[src/shared/pm_seq_pkg.sv]
// constants, register map and state type for the power monitor converter sequencer
// assumes a 125 MHz system clock and a host-side register port from the serial interface
package pm_seq_pkg;
  // register addresses
  localparam logic [7:0] ADDR_CAL = 8'h38;
  localparam logic [7:0] ADDR_MODE = 8'hD2;
  localparam logic [7:0] ADDR_STAT = 8'hD3;
  localparam logic [7:0] ADDR_ICFG = 8'hD4;
  localparam logic [7:0] ADDR_PSHUNT = 8'hD6;
  localparam logic [7:0] ADDR_PBUS = 8'h8B;
  localparam logic [7:0] ADDR_CURR = 8'h8C;
  localparam logic [7:0] ADDR_POWR = 8'h96;
  localparam logic [7:0] ADDR_ASHUNT = 8'hF0;
  localparam logic [7:0] ADDR_ABUS = 8'hF1;
  localparam logic [7:0] ADDR_TEMP = 8'hF2;
  // reset values and writable-bit masks
  localparam logic [7:0] MODE_RST = 8'h0A;
  localparam logic [7:0] MODE_MASK = 8'h7F;
  localparam logic [15:0] ICFG_RST = 16'h0387;
  localparam logic [15:0] ICFG_MASK = 16'h3FFF;
  localparam logic [15:0] CAL_RST = 16'h0000;
  localparam logic [15:0] CAL_MASK = 16'h7FFF;
  // mode bit positions
  localparam int MODE_PD_BIT = 6;
  localparam int MODE_IDLE_BIT = 5;
  localparam int MODE_POST_BIT = 4;
  localparam int MODE_CONT_BIT = 3;
  // input steps in fixed conversion order
  localparam logic [2:0] STEP_PSHUNT = 3'h0;
  localparam logic [2:0] STEP_PBUS = 3'h1;
  localparam logic [2:0] STEP_ASHUNT = 3'h2;
  localparam logic [2:0] STEP_ABUS = 3'h3;
  localparam logic [2:0] STEP_TEMP = 3'h4;
  // timing: shortest conversion time and clock rate
  localparam int CONV_BASE_US = 64;
  localparam int CLK_MHZ = 125;
  localparam int CONV_BASE_CYCLES = CONV_BASE_US * CLK_MHZ;
  localparam logic [2:0] FIXED_CT_CODE = 3'h7;
  // arithmetic scaling
  localparam logic [3:0] AVG_MAX_SHIFT = 4'hC;
  localparam int MATH_RES_SHIFT = 11;
  localparam int POWER_SHIFT = 12;
  typedef enum logic [1:0] {ST_PD, ST_IDLE, ST_CONV, ST_MATH} state_e;
endpackage

[src/logic/power_monitor_adc_sequencer.sv]
// converter sequencer of a digital power monitor: mode, status, channel config, calibration
// assumes a register port decoded by the serial interface and a converter giving sample_data
//
// Overview of operation
// - mode bit 6 set powers converter down; cleared runs it; powered after reset.
// - mode bit 5 set holds converter idle, acquiring nothing.
// - after a triggered cycle go idle, or power down if bit 4 set.
// - mode bit 3 zero means one triggered cycle, one means continuous.
// - each mode register write with bits 6 and 5 clear starts a new measurement cycle.
// - mode field bits 2..0 select which inputs are measured.
// - continuous mode keeps cycling the selected inputs without host action.
// - ready flag low during conversion, high once all results are stored.
// - ready flag only meaningful in triggered acquisition.
// - every mode register write clears the ready flag.
// - overflow flag set when current or power results exceed range.
// - shunt config holds aux time bits 9..7, primary time bits 2..0.
// - time codes give 64, 128, 256, 512 us, then 1.024 and 2.048 ms.
// - averaging fields set sample count; only the average is stored.
// - averaging codes 0..11 give two to the code samples, 11xx gives 4096.
// - nonzero calibration gain computes primary current and power results.
// - shunt result is signed, 2.5 uV per step, 80 mV full scale.
// - current math uses 11-bit resolution; host writes 15-bit gain.
`timescale 1ns/1ps
`default_nettype none
module power_monitor_adc_sequencer
  import pm_seq_pkg::*;
#(
  parameter int conv_base_cycles = CONV_BASE_CYCLES
) (
  input wire logic clk,
  input wire logic nrst,
  input wire logic reg_wr,
  input wire logic reg_rd,
  input wire logic [7:0] reg_addr,
  input wire logic [15:0] reg_wdata,
  input wire logic signed [15:0] sample_data,
  output logic [15:0] reg_rdata_q,
  output logic converter_power_down_q,
  output logic conv_busy_q,
  output logic [2:0] conv_input_q,
  output logic sample_take_q,
  output logic [15:0] current_result_q,
  output logic [15:0] power_result_q,
  output logic conversion_ready_flag_q,
  output logic math_overflow_flag_q
);

  // input set chosen by the operating mode field
  function automatic logic [4:0] mode_mask(input logic [2:0] m);
    case (m)
      3'h0: return 5'h01;
      3'h1: return 5'h02;
      3'h2: return 5'h03;
      3'h3: return 5'h04;
      3'h4: return 5'h08;
      3'h5: return 5'h0C;
      3'h6: return 5'h10;
      default: return 5'h1F;
    endcase
  endfunction

  // first selected step at or after start, bit 3 marks found
  function automatic logic [3:0] next_from(input logic [4:0] mask, input logic [3:0] start);
    logic [3:0] r;
    r = 4'h0;
    for (int i = 4; i >= 0; i--) begin
      if (mask[i] && 4'(i) >= start) r = {1'b1, 3'(i)};
    end
    return r;
  endfunction

  // conversion time code to doubling count of the base time
  function automatic logic [2:0] ct_shift(input logic [2:0] code);
    return code[2] ? (code[1] ? 3'h5 : 3'h4) : {1'b0, code[1:0]};
  endfunction

  // averaging code to log2 of the sample count
  function automatic logic [3:0] avg_shift(input logic [3:0] code);
    return (code[3:2] == 2'h3) ? AVG_MAX_SHIFT : code;
  endfunction

  state_e state_q;
  logic [7:0] mode_q;
  logic [15:0] cal_q, icfg_q;
  logic [2:0] step_q;
  logic [23:0] tick_q;
  logic [12:0] samp_q;
  logic signed [27:0] acc_q;
  logic [15:0] res_q [5];
  logic [15:0] rd_val;

  // register write decode, reserved bits dropped
  wire mode_wr = reg_wr && reg_addr == ADDR_MODE;
  wire [7:0] mode_new = reg_wdata[7:0] & MODE_MASK;
  wire [4:0] sel_mask = mode_mask(mode_q[2:0]);
  wire [3:0] first_new = next_from(mode_mask(mode_new[2:0]), 4'h0);
  wire [3:0] first_cur = next_from(sel_mask, 4'h0);
  wire [3:0] nxt = next_from(sel_mask, {1'b0, step_q} + 4'h1);

  // per-step time and averaging, shunt steps from their own fields
  wire [2:0] ct_code = (step_q == STEP_PSHUNT) ? icfg_q[2:0] :
    (step_q == STEP_ASHUNT) ? icfg_q[9:7] : FIXED_CT_CODE;
  wire [3:0] avg_code = (step_q == STEP_PSHUNT) ? icfg_q[6:3] :
    (step_q == STEP_ASHUNT) ? icfg_q[13:10] : 4'h0;
  wire [23:0] step_cycles = 24'(conv_base_cycles) << ct_shift(ct_code);
  wire [3:0] avg_sh = avg_shift(avg_code);
  wire [12:0] samp_last = 13'((32'h1 << avg_sh) - 32'h1);
  wire conv_end = state_q == ST_CONV && tick_q >= step_cycles - 24'h1; // shorter time ends step
  wire last_samp = samp_q >= samp_last; // smaller count ends averaging

  // accumulate and average; shunt samples are signed 2.5 uV steps
  wire signed [27:0] acc_sum = acc_q + 28'(sample_data);
  wire signed [27:0] avg_full = acc_sum >>> avg_sh;

  // current with 11-bit math resolution, power from current and bus
  wire signed [31:0] cur_prod = $signed(res_q[STEP_PSHUNT]) * $signed({1'b0, cal_q[14:0]});
  wire signed [31:0] cur_full = cur_prod >>> MATH_RES_SHIFT;
  wire cur_ovf = cur_full[31:15] != {17{cur_full[15]}};
  wire signed [39:0] pow_prod = $signed(cur_full[15:0]) * $signed({1'b0, res_q[STEP_PBUS]});
  wire signed [39:0] pow_full = pow_prod >>> POWER_SHIFT;
  wire pow_ovf = pow_full[39:15] != {25{pow_full[15]}};
  wire math_go = state_q == ST_MATH && !mode_wr && cal_q != 16'h0000;

  // sequencer: mode writes restart, steps run in order, cycle ends in math
  always_ff @(posedge clk or negedge nrst) begin
    if (!nrst) begin
      state_q <= ST_CONV;
      step_q <= STEP_PSHUNT;
      tick_q <= 24'h0;
      samp_q <= 13'h0;
      acc_q <= 28'h0;
    end else if (mode_wr) begin
      tick_q <= 24'h0;
      samp_q <= 13'h0;
      acc_q <= 28'h0;
      if (mode_new[MODE_PD_BIT]) begin
        state_q <= ST_PD;
      end else if (mode_new[MODE_IDLE_BIT]) begin
        state_q <= ST_IDLE;
      end else begin
        state_q <= ST_CONV;
        step_q <= first_new[2:0];
      end
    end else begin
      case (state_q)
        ST_CONV: begin
          if (conv_end) begin
            tick_q <= 24'h0;
            if (last_samp) begin
              acc_q <= 28'h0;
              samp_q <= 13'h0;
              if (nxt[3]) begin
                step_q <= nxt[2:0];
              end else begin
                state_q <= ST_MATH;
              end
            end else begin
              acc_q <= acc_sum;
              samp_q <= samp_q + 13'h1;
            end
          end else begin
            tick_q <= tick_q + 24'h1;
          end
        end
        ST_MATH: begin
          if (mode_q[MODE_CONT_BIT]) begin
            state_q <= ST_CONV;
            step_q <= first_cur[2:0];
          end else begin
            state_q <= mode_q[MODE_POST_BIT] ? ST_PD : ST_IDLE;
          end
        end
        default: begin
        end
      endcase
    end
  end

  // converter control outputs follow the sequencer one cycle later
  always_ff @(posedge clk or negedge nrst) begin
    if (!nrst) begin
      converter_power_down_q <= 1'b0;
      conv_busy_q <= 1'b0;
      conv_input_q <= 3'h0;
      sample_take_q <= 1'b0;
    end else begin
      converter_power_down_q <= state_q == ST_PD;
      conv_busy_q <= state_q == ST_CONV || state_q == ST_MATH;
      conv_input_q <= step_q;
      sample_take_q <= conv_end && !mode_wr;
    end
  end

  // result registers, written only with the finished average
  always_ff @(posedge clk or negedge nrst) begin
    if (!nrst) begin
      for (int i = 0; i < 5; i++) res_q[i] <= 16'h0000;
    end else if (conv_end && last_samp && !mode_wr) begin
      res_q[step_q] <= avg_full[15:0];
    end
  end

  // current and power results with overflow flag
  always_ff @(posedge clk or negedge nrst) begin
    if (!nrst) begin
      current_result_q <= 16'h0000;
      power_result_q <= 16'h0000;
      math_overflow_flag_q <= 1'b0;
    end else if (math_go) begin
      current_result_q <= cur_full[15:0];
      power_result_q <= pow_full[15:0];
      math_overflow_flag_q <= cur_ovf || pow_ovf;
    end
  end

  // ready flag: cleared by mode write, set at end of a triggered cycle
  always_ff @(posedge clk or negedge nrst) begin
    if (!nrst) begin
      conversion_ready_flag_q <= 1'b0;
    end else if (mode_wr) begin
      conversion_ready_flag_q <= 1'b0;
    end else if (state_q == ST_MATH && !mode_q[MODE_CONT_BIT]) begin
      conversion_ready_flag_q <= 1'b1;
    end
  end

  // host-writable configuration
  always_ff @(posedge clk or negedge nrst) begin
    if (!nrst) begin
      mode_q <= MODE_RST;
      cal_q <= CAL_RST;
      icfg_q <= ICFG_RST;
    end else if (reg_wr) begin
      if (reg_addr == ADDR_MODE) mode_q <= mode_new;
      if (reg_addr == ADDR_CAL) cal_q <= reg_wdata & CAL_MASK;
      if (reg_addr == ADDR_ICFG) icfg_q <= reg_wdata & ICFG_MASK;
    end
  end

  // read decode, unmapped addresses read zero
  always_comb begin
    if (reg_addr == ADDR_MODE) rd_val = {8'h00, mode_q};
    else if (reg_addr == ADDR_STAT) rd_val = {14'h0, conversion_ready_flag_q, math_overflow_flag_q};
    else if (reg_addr == ADDR_ICFG) rd_val = icfg_q;
    else if (reg_addr == ADDR_CAL) rd_val = cal_q;
    else if (reg_addr == ADDR_PSHUNT) rd_val = res_q[STEP_PSHUNT];
    else if (reg_addr == ADDR_PBUS) rd_val = res_q[STEP_PBUS];
    else if (reg_addr == ADDR_ASHUNT) rd_val = res_q[STEP_ASHUNT];
    else if (reg_addr == ADDR_ABUS) rd_val = res_q[STEP_ABUS];
    else if (reg_addr == ADDR_TEMP) rd_val = res_q[STEP_TEMP];
    else if (reg_addr == ADDR_CURR) rd_val = current_result_q;
    else if (reg_addr == ADDR_POWR) rd_val = power_result_q;
    else rd_val = 16'h0000;
  end

  // read data register, loaded on each read strobe
  always_ff @(posedge clk or negedge nrst) begin
    if (!nrst) begin
      reg_rdata_q <= 16'h0000;
    end else if (reg_rd) begin
      reg_rdata_q <= rd_val;
    end
  end
endmodule
`default_nettype wire

[config.mk]
export PLATFORM = sky130hd
export DESIGN_NAME = power_monitor_adc_sequencer
export DESIGN_NICKNAME = d
export VERILOG_FILES = /design/src/shared/pm_seq_pkg.sv /design/src/logic/power_monitor_adc_sequencer.sv
export SDC_FILE = /design/constraint.sdc
export NUM_CORES = 2
export LEC_CHECK = 0
export ABC_CLOCK_PERIOD_IN_PS = 23500
export CORE_MARGIN = 2
export CORE_UTILIZATION = 50
export DETAILED_ROUTE_END_ITERATION = 16
export DONT_BUFFER_PORTS = 1
export GPL_TIMING_DRIVEN = 0
export PLACE_DENSITY = 0.75
export SKIP_LAST_GASP = 1
export SLEW_MARGIN = 20
export SYNTH_ARGS = -nofsm -noshare
export SYNTH_HDL_FRONTEND = slang
export SYNTH_SLANG_ARGS = --single-unit
[constraint.sdc]
create_clock -name clk -period 23.5 [get_ports clk]
set_input_delay 3.525 -clock clk [delete_from_list [all_inputs] [get_ports clk]]
set_output_delay 3.525 -clock clk [all_outputs]
set_load 0.05 [all_outputs]
# After elaboration in Yosys (flattened, before gate mapping)
# Cells that the tools add are included.
dict set report totals {
  inputBits 44
  reg_bits 242
}
dict set report classes {
  reduce_logical 33
  order_cmp 9
  bitwise_logic 1
  mux 68
  multipliers 2
  addsub 6
  shift 3
  eq_ne 36
}
# op n
set ops {}
lappend ops {{$mux W16} 12}
lappend ops {{$mux W28} 4}
lappend ops {{$bwmux W80} 1}
lappend ops {{$eq A8 B8 Y1 const B} 10}
lappend ops {{$mux W24} 3}
lappend ops {{$pmux W5 S7} 2}
lappend ops {{$mux W3} 20}
lappend ops {{$mux W13} 4}
lappend ops {{$demux W16 S3} 1}
lappend ops {{$mul A16 B17 Y33} 1}
lappend ops {{$mul A16 B16 Y32} 1}
lappend ops {{$mux W4} 8}
lappend ops {{$add A28 B16 Y28} 1}
lappend ops {{$sshr A28 B4 Y16} 1}
lappend ops {{$add A24 B1 Y24 const B} 1}
lappend ops {{$ge A24 B24 Y1} 1}
lappend ops {{$ne A24 B24 Y1} 1}
lappend ops {{$shl A13 B3 Y24 const A} 1}
lappend ops {{$sub A24 B1 Y24 const B} 1}
lappend ops {{$eq A3 B3 Y1 const B} 6}
lappend ops {{$ne A16 B16 Y1} 1}
lappend ops {{$reduce_bool A16 Y1} 1}
lappend ops {{$eq A3 B2 Y1 const B} 5}
lappend ops {{$ne A3 B3 Y1 const B} 5}
lappend ops {{29 further kinds} 66}

# Logic depth before layout (Yosys ltp)
dict set report depth {
  depth_word 13
  mapped_depth 51
  ltp_nobuf 47
}

# Worst setup path after synthesis
# OpenSTA, ideal clock, no wires.
dict set report synth_path {
  path_type {flip-flop to flip-flop}
  from {register cal_q[2]}
  to {register math_overflow_flag_q}
  t_arrival_ns 11.839
  required_time_ns 23.373
  period_less_slack_ns 11.966
  path_slack_ns 11.534
  stages_incl_launch_ff 50
  path_cell_list {dfrtp_1 clkbuf_1 clkbuf_1 nand2_1 fa_1 fa_1 fa_1 fa_1 inv_1 fa_1 inv_1 fa_1 inv_1 ha_1 a211oi_1 nand2_1 a21oi_1 nor2_1 [14 not listed] fa_1 inv_1 fa_1 inv_1 ha_1 clkbuf_1 a21o_1 a21o_1 a21o_1 a21o_1 a21oi_1 o22ai_1 a21oi_1 and3_1 xnor2_1 or4_1 a22oi_1 a21oi_1}
}
dict set report synth_between {
  elab_chain_cells 4
}
# item line
set synth_lines {}
lappend synth_lines {{start, declared} power_monitor_adc_sequencer.sv:84} ;# logic [15:0] cal_q, icfg_q;
lappend synth_lines {{start signal, assigned} power_monitor_adc_sequencer.sv:235} ;# if (reg_addr == ADDR_CAL) cal_q <= reg_wdata & CAL_MASK;
lappend synth_lines {{$mul A16 B16 Y32} power_monitor_adc_sequencer.sv:116} ;# wire signed [31:0] cur_prod = $signed(res_q[STEP_PSHUNT]) * $signed({1'b0, cal_q[14:0]});
lappend synth_lines {{$mul A16 B17 Y33} power_monitor_adc_sequencer.sv:119} ;# wire signed [39:0] pow_prod = $signed(cur_full[15:0]) * $signed({1'b0, res_q[STEP_PBUS]});
lappend synth_lines {{$ne A24 B24 Y1} power_monitor_adc_sequencer.sv:121} ;# wire pow_ovf = pow_full[39:15] != {25{pow_full[15]}};
lappend synth_lines {{$logic_or A1 B1 Y1} power_monitor_adc_sequencer.sv:212} ;# math_overflow_flag_q <= cur_ovf || pow_ovf;
lappend synth_lines {{end signal, assigned} power_monitor_adc_sequencer.sv:212}
lappend synth_lines {{end, declared} power_monitor_adc_sequencer.sv:45} ;# output logic math_overflow_flag_q
# Parallel ways exist; a longest one is shown, timed or not.
# A chain may end at the register's enable or synchronous reset.

# Worst setup path in the final report
dict set report layout_path {
  from {register cal_q[7]}
  to {register math_overflow_flag_q}
}
# Same word-level chain as after synthesis.

==> results.py <==
metrics = {
    "status": {
        "run_status": "completed",
    },
    "clocking": {
        "cts.repair_timing.setup_buffer_count": 0,
        "tritoncts.num_buffers": 27,
        "cts_hold_buffers": 0,
        "cts.clk_slew.worst_paths_ps": 60,
        "cts.htree.levels": 1,
        "cts_buffer_depth": 3,
        "clkSinkCount": 242,
        "clock_tree_from_tritoncts": "yes",
        "cts_root_buffer": "sky130_fd_sc_hd__clkbuf_16",
        "cts_repair_resize_count": 0,
        "worstSkewPairLatency_ps": 600,
    },
    "setup_path": {
        "rrSetupSlack_ps": 8820,
        "worst-endpoint-required_ps": 23940,
        "timing.reg2reg.worst_path_depth": 46,
        "timing.critical_path.mode_cell": "sky130_fd_sc_hd__fa_1",
        "critPathCaptureType": "flip-flop",
        "critical-path-max-stage-delay_ps": 990,
        "crit_buf_inv": 12,
        "worst_setup_path_start_kind": "flip-flop",
        "regToRegEndpoint": "math_overflow_flag_q",
        "crit_slowest_cell": "sky130_fd_sc_hd__xor2_1",
        "cp_top_family": "adder cells",
        "worstPathMaxFanout": 10,
        "worst-path-stages": 46,
        "criticalPathCategory": "reg2reg",
        "arrival_time_of_the_worst_setup_path_ps": 15120,
        "cp-endpoint": "math_overflow_flag_q",
        "timing.critical_path.from": "cal_q[7]",
        "reg2reg_from": "cal_q[7]",
    },
    "routing": {
        "post_route_ant_nets": 0,
        "route.detailed.wl_per_inst_um": 21.6,
        "dr.first_iter.drc_count": 2329,
        "route.detailed.vias_per_inst": 5.89,
        "routed-via-count": 26400,
        "drt_pass1_iterations": 8,
        "drc_errors": 0,
        "routed_wirelength_mm": 96.9,
    },
    "timing": {
        "timing.final.hold_violations": 0,
        "tightest_slew_ps": 1290,
        "final_period_minus_worst_setup_slack_ps": 14680,
        "relSlewSlack_pct": 13.9,
        "achievable-frequency_mhz": 68.1,
        "setup-tns-final_ps": 0,
        "setup_violations": 0,
        "timing.final.max_slew_violations": 0,
        "period_share_pct": 62.5,
        "grt_setup_unrepaired": "no",
        "worst_skew_ps": 40.5,
    },
    "synth": {
        "seq_area_frac_synth_pct": 18.7,
        "syn-instance-count": 3571,
        "postSynthNetCount": 4310,
        "avgSynthCellArea_um2": 9.08,
        "yosys_warnings": 0,
        "yosysUniqueCellTypes": 90,
        "synth-edff-count": 0,
        "post_synth_design_cell_area_mm2": 0.0324,
        "synth-main-ff-cell": "sky130_fd_sc_hd__dfrtp_1",
        "postSynthRegisterBits": 242,
        "async_flop_share_pct": 100,
    },
    "pwr": {
        "powerDensity_mw_per_mm2": 57.9,
        "switching_share_pct": 47.4,
        "comb_power_share_pct": 47.1,
        "power.leakage_nw": 17.3,
        "power.share.sequential_pct": 29.3,
        "power_frac_clock_pct": 23.5,
        "p_int_mw": 1.05,
        "vdd_drop_max_mv": 0.0579,
        "netSwitchingPower_mw": 0.947,
    },
    "global_routing": {
        "grt_overflow_total": 0,
        "global_route_wire_length_before_repair_mm": 154,
        "grt_use_total_pct": 29.6,
        "grt_max_degree": 243,
        "number_of_global_route_vias_before_repair": 27100,
        "number_of_antenna_violations_at_the_first_check_in_global_routing": 9,
    },
    "final_layout": {
        "layout_commonest_cell": "sky130_fd_sc_hd__inv_1",
        "stdcell_count": 4478,
        "layout-drive-gt1-share_pct": 5.97,
        "area_used_by_sequential_logic_in_the_layout_mm2": 0.00607,
        "finalCoreUtilization_pct": 53.7,
        "layout_common_cells": "sky130_fd_sc_hd__inv_1 (570), sky130_fd_sc_hd__fa_1 (439), sky130_fd_sc_hd__nand2_1 (437)",
        "area.growth.synth_to_final_pct": 6.50,
        "fillers": 5777,
        "design.final.nets": 4339,
        "multi_input_gate_area_mm2": 0.0235,
    },
    "min_path": {
        "worst_hold_startpoint": "step_q[2]",
        "min_path_type": "reg2reg",
    },
    "floorplanning": {
        "num_io_pins": 100,
        "die_area_mm2": 0.0669,
        "die_w_um": 259,
        "floorplan.core_area_mm2": 0.0642,
        "die_height_um": 259,
        "initial_core_util_pct": 50.5,
        "placement_rows": 93,
    },
    "placement": {
        "port-buffer-count": 0,
        "dpl.hpwl_mm": 77.8,
        "place.gp.congestion": 0.966,
        "place.detailed.instances": 4426,
    },
    "flow_run": {
        "maxCapViolations": 0,
    },
}
==> cells in the mapped netlist (17+ instances only) <==
cell type	number	area (um^2)
sky130_fd_sc_hd__nor2b_1	17	106
sky130_fd_sc_hd__dfrtp_1	233	5830
sky130_fd_sc_hd__nor2_1	133	499
sky130_fd_sc_hd__mux2_2	110	1240
sky130_fd_sc_hd__xor2_1	23	201
sky130_fd_sc_hd__o31ai_1	22	165
sky130_fd_sc_hd__a22o_1	20	175
sky130_fd_sc_hd__a22oi_1	20	150
sky130_fd_sc_hd__ha_1	256	3200
sky130_fd_sc_hd__nor3_1	42	210
sky130_fd_sc_hd__fa_1	439	8790
sky130_fd_sc_hd__nand2_1	437	1640
sky130_fd_sc_hd__and3_1	42	263
sky130_fd_sc_hd__o21ai_0	133	666
sky130_fd_sc_hd__clkbuf_1	162	608
sky130_fd_sc_hd__a21o_1	50	375
sky130_fd_sc_hd__a21oi_1	120	601
sky130_fd_sc_hd__and2_1	227	1420
sky130_fd_sc_hd__nand3_1	42	210
sky130_fd_sc_hd__a211oi_1	22	165
sky130_fd_sc_hd__o211ai_1	20	150
sky130_fd_sc_hd__nand2b_1	32	200
sky130_fd_sc_hd__xnor2_1	51	447
sky130_fd_sc_hd__a31oi_1	40	250
sky130_fd_sc_hd__inv_1	570	2140
sky130_fd_sc_hd__o21a_1	24	180
sky130_fd_sc_hd__mux2i_1	30	300
sky130_fd_sc_hd__nand4_1	22	138
==> per-stage QoR <==
step	instance area (um^2)	hold WS (ps)	power, mW	setup slack, ps
6_report	34500	377	2.00	8820
5_1_grt	34500	394	2.11	8230
4_1_cts	34500	378	1.98	9160
3_5_place_dp	33500	366	1.51	9190
3_3_place_gp	33500	367	1.48	9340
2_1_floorplan	32400	352	1.21	11530
==> worst min-delay path by stage <==
stage	to	slack [ps]	cells after the start
after floorplan	conv_input_q[2]	350	0
after global placement	conv_input_q[2]	370	0
after detailed placement	conv_input_q[2]	370	0
after CTS	conv_input_q[2]	380	0
after global routing	conv_input_q[2]	390	0
final	conv_input_q[2]	380	0
==> kinds of logic after synthesis <==
group                    after synthesis  share of synthesized area (%)
AO/OA/AOI/OAI                        611                           12.8
XOR/XNOR                              74                           2.00
other                                  1                         0.0116
adder cells (fa/ha/maj)              695                           37.0
flip-flops                           242                           18.7
AND/OR/NAND/NOR                     1045                           15.7
buffers and inverters                758                           8.83
multiplexers                         145                           4.92
==> layer usage <==
metal	share of wire, %	global-route usage (%)	routed length (um)
met4	5.9	14.9	5700
met1	38	37.4	37100
met5	0.057	0	55
met3	10	7.90	9940
met2	45	47.0	44100
==> layout make-up <==
cell class	count	share of cell area [%]
well taps	855	3.10
diodes	2	0.0145
multi-input cells	2571	68.2
flip-flops and latches	242	17.6
plain buffers	186	2.07
inverters	572	6.22
clock buffers	30	2.08
clock inverters	20	0.758
==> registers in the layout, indices dropped and copies added, names as in the netlist <==
| name | count |
|---|---|
| state_q | 2 |
| conversion_ready_flag_q | 1 |
| conv_busy_q | 1 |
| mode_q | 7 |
| icfg_q | 14 |
| cal_q | 15 |
| current_result_q | 16 |
| step_q | 3 |
| tick_q | 24 |
| power_result_q | 16 |
| samp_q | 13 |
| reg_rdata_q | 16 |
| res_q | 80 |
| converter_power_down_q | 1 |
| sample_take_q | 1 |
| math_overflow_flag_q | 1 |
| acc_q | 28 |
| conv_input_q | 3 |
==> power by group through the flow <==
stage	registers, mW	clock network, mW	logic, mW
floorplan	0.555	0	0.652
global placement	0.591	0	0.892
detailed placement	0.592	0	0.919
CTS	0.584	0.472	0.929
global route	0.588	0.488	1.04
finish	0.586	0.470	0.942
No activity file was read; power rests on OpenSTA's default activity.
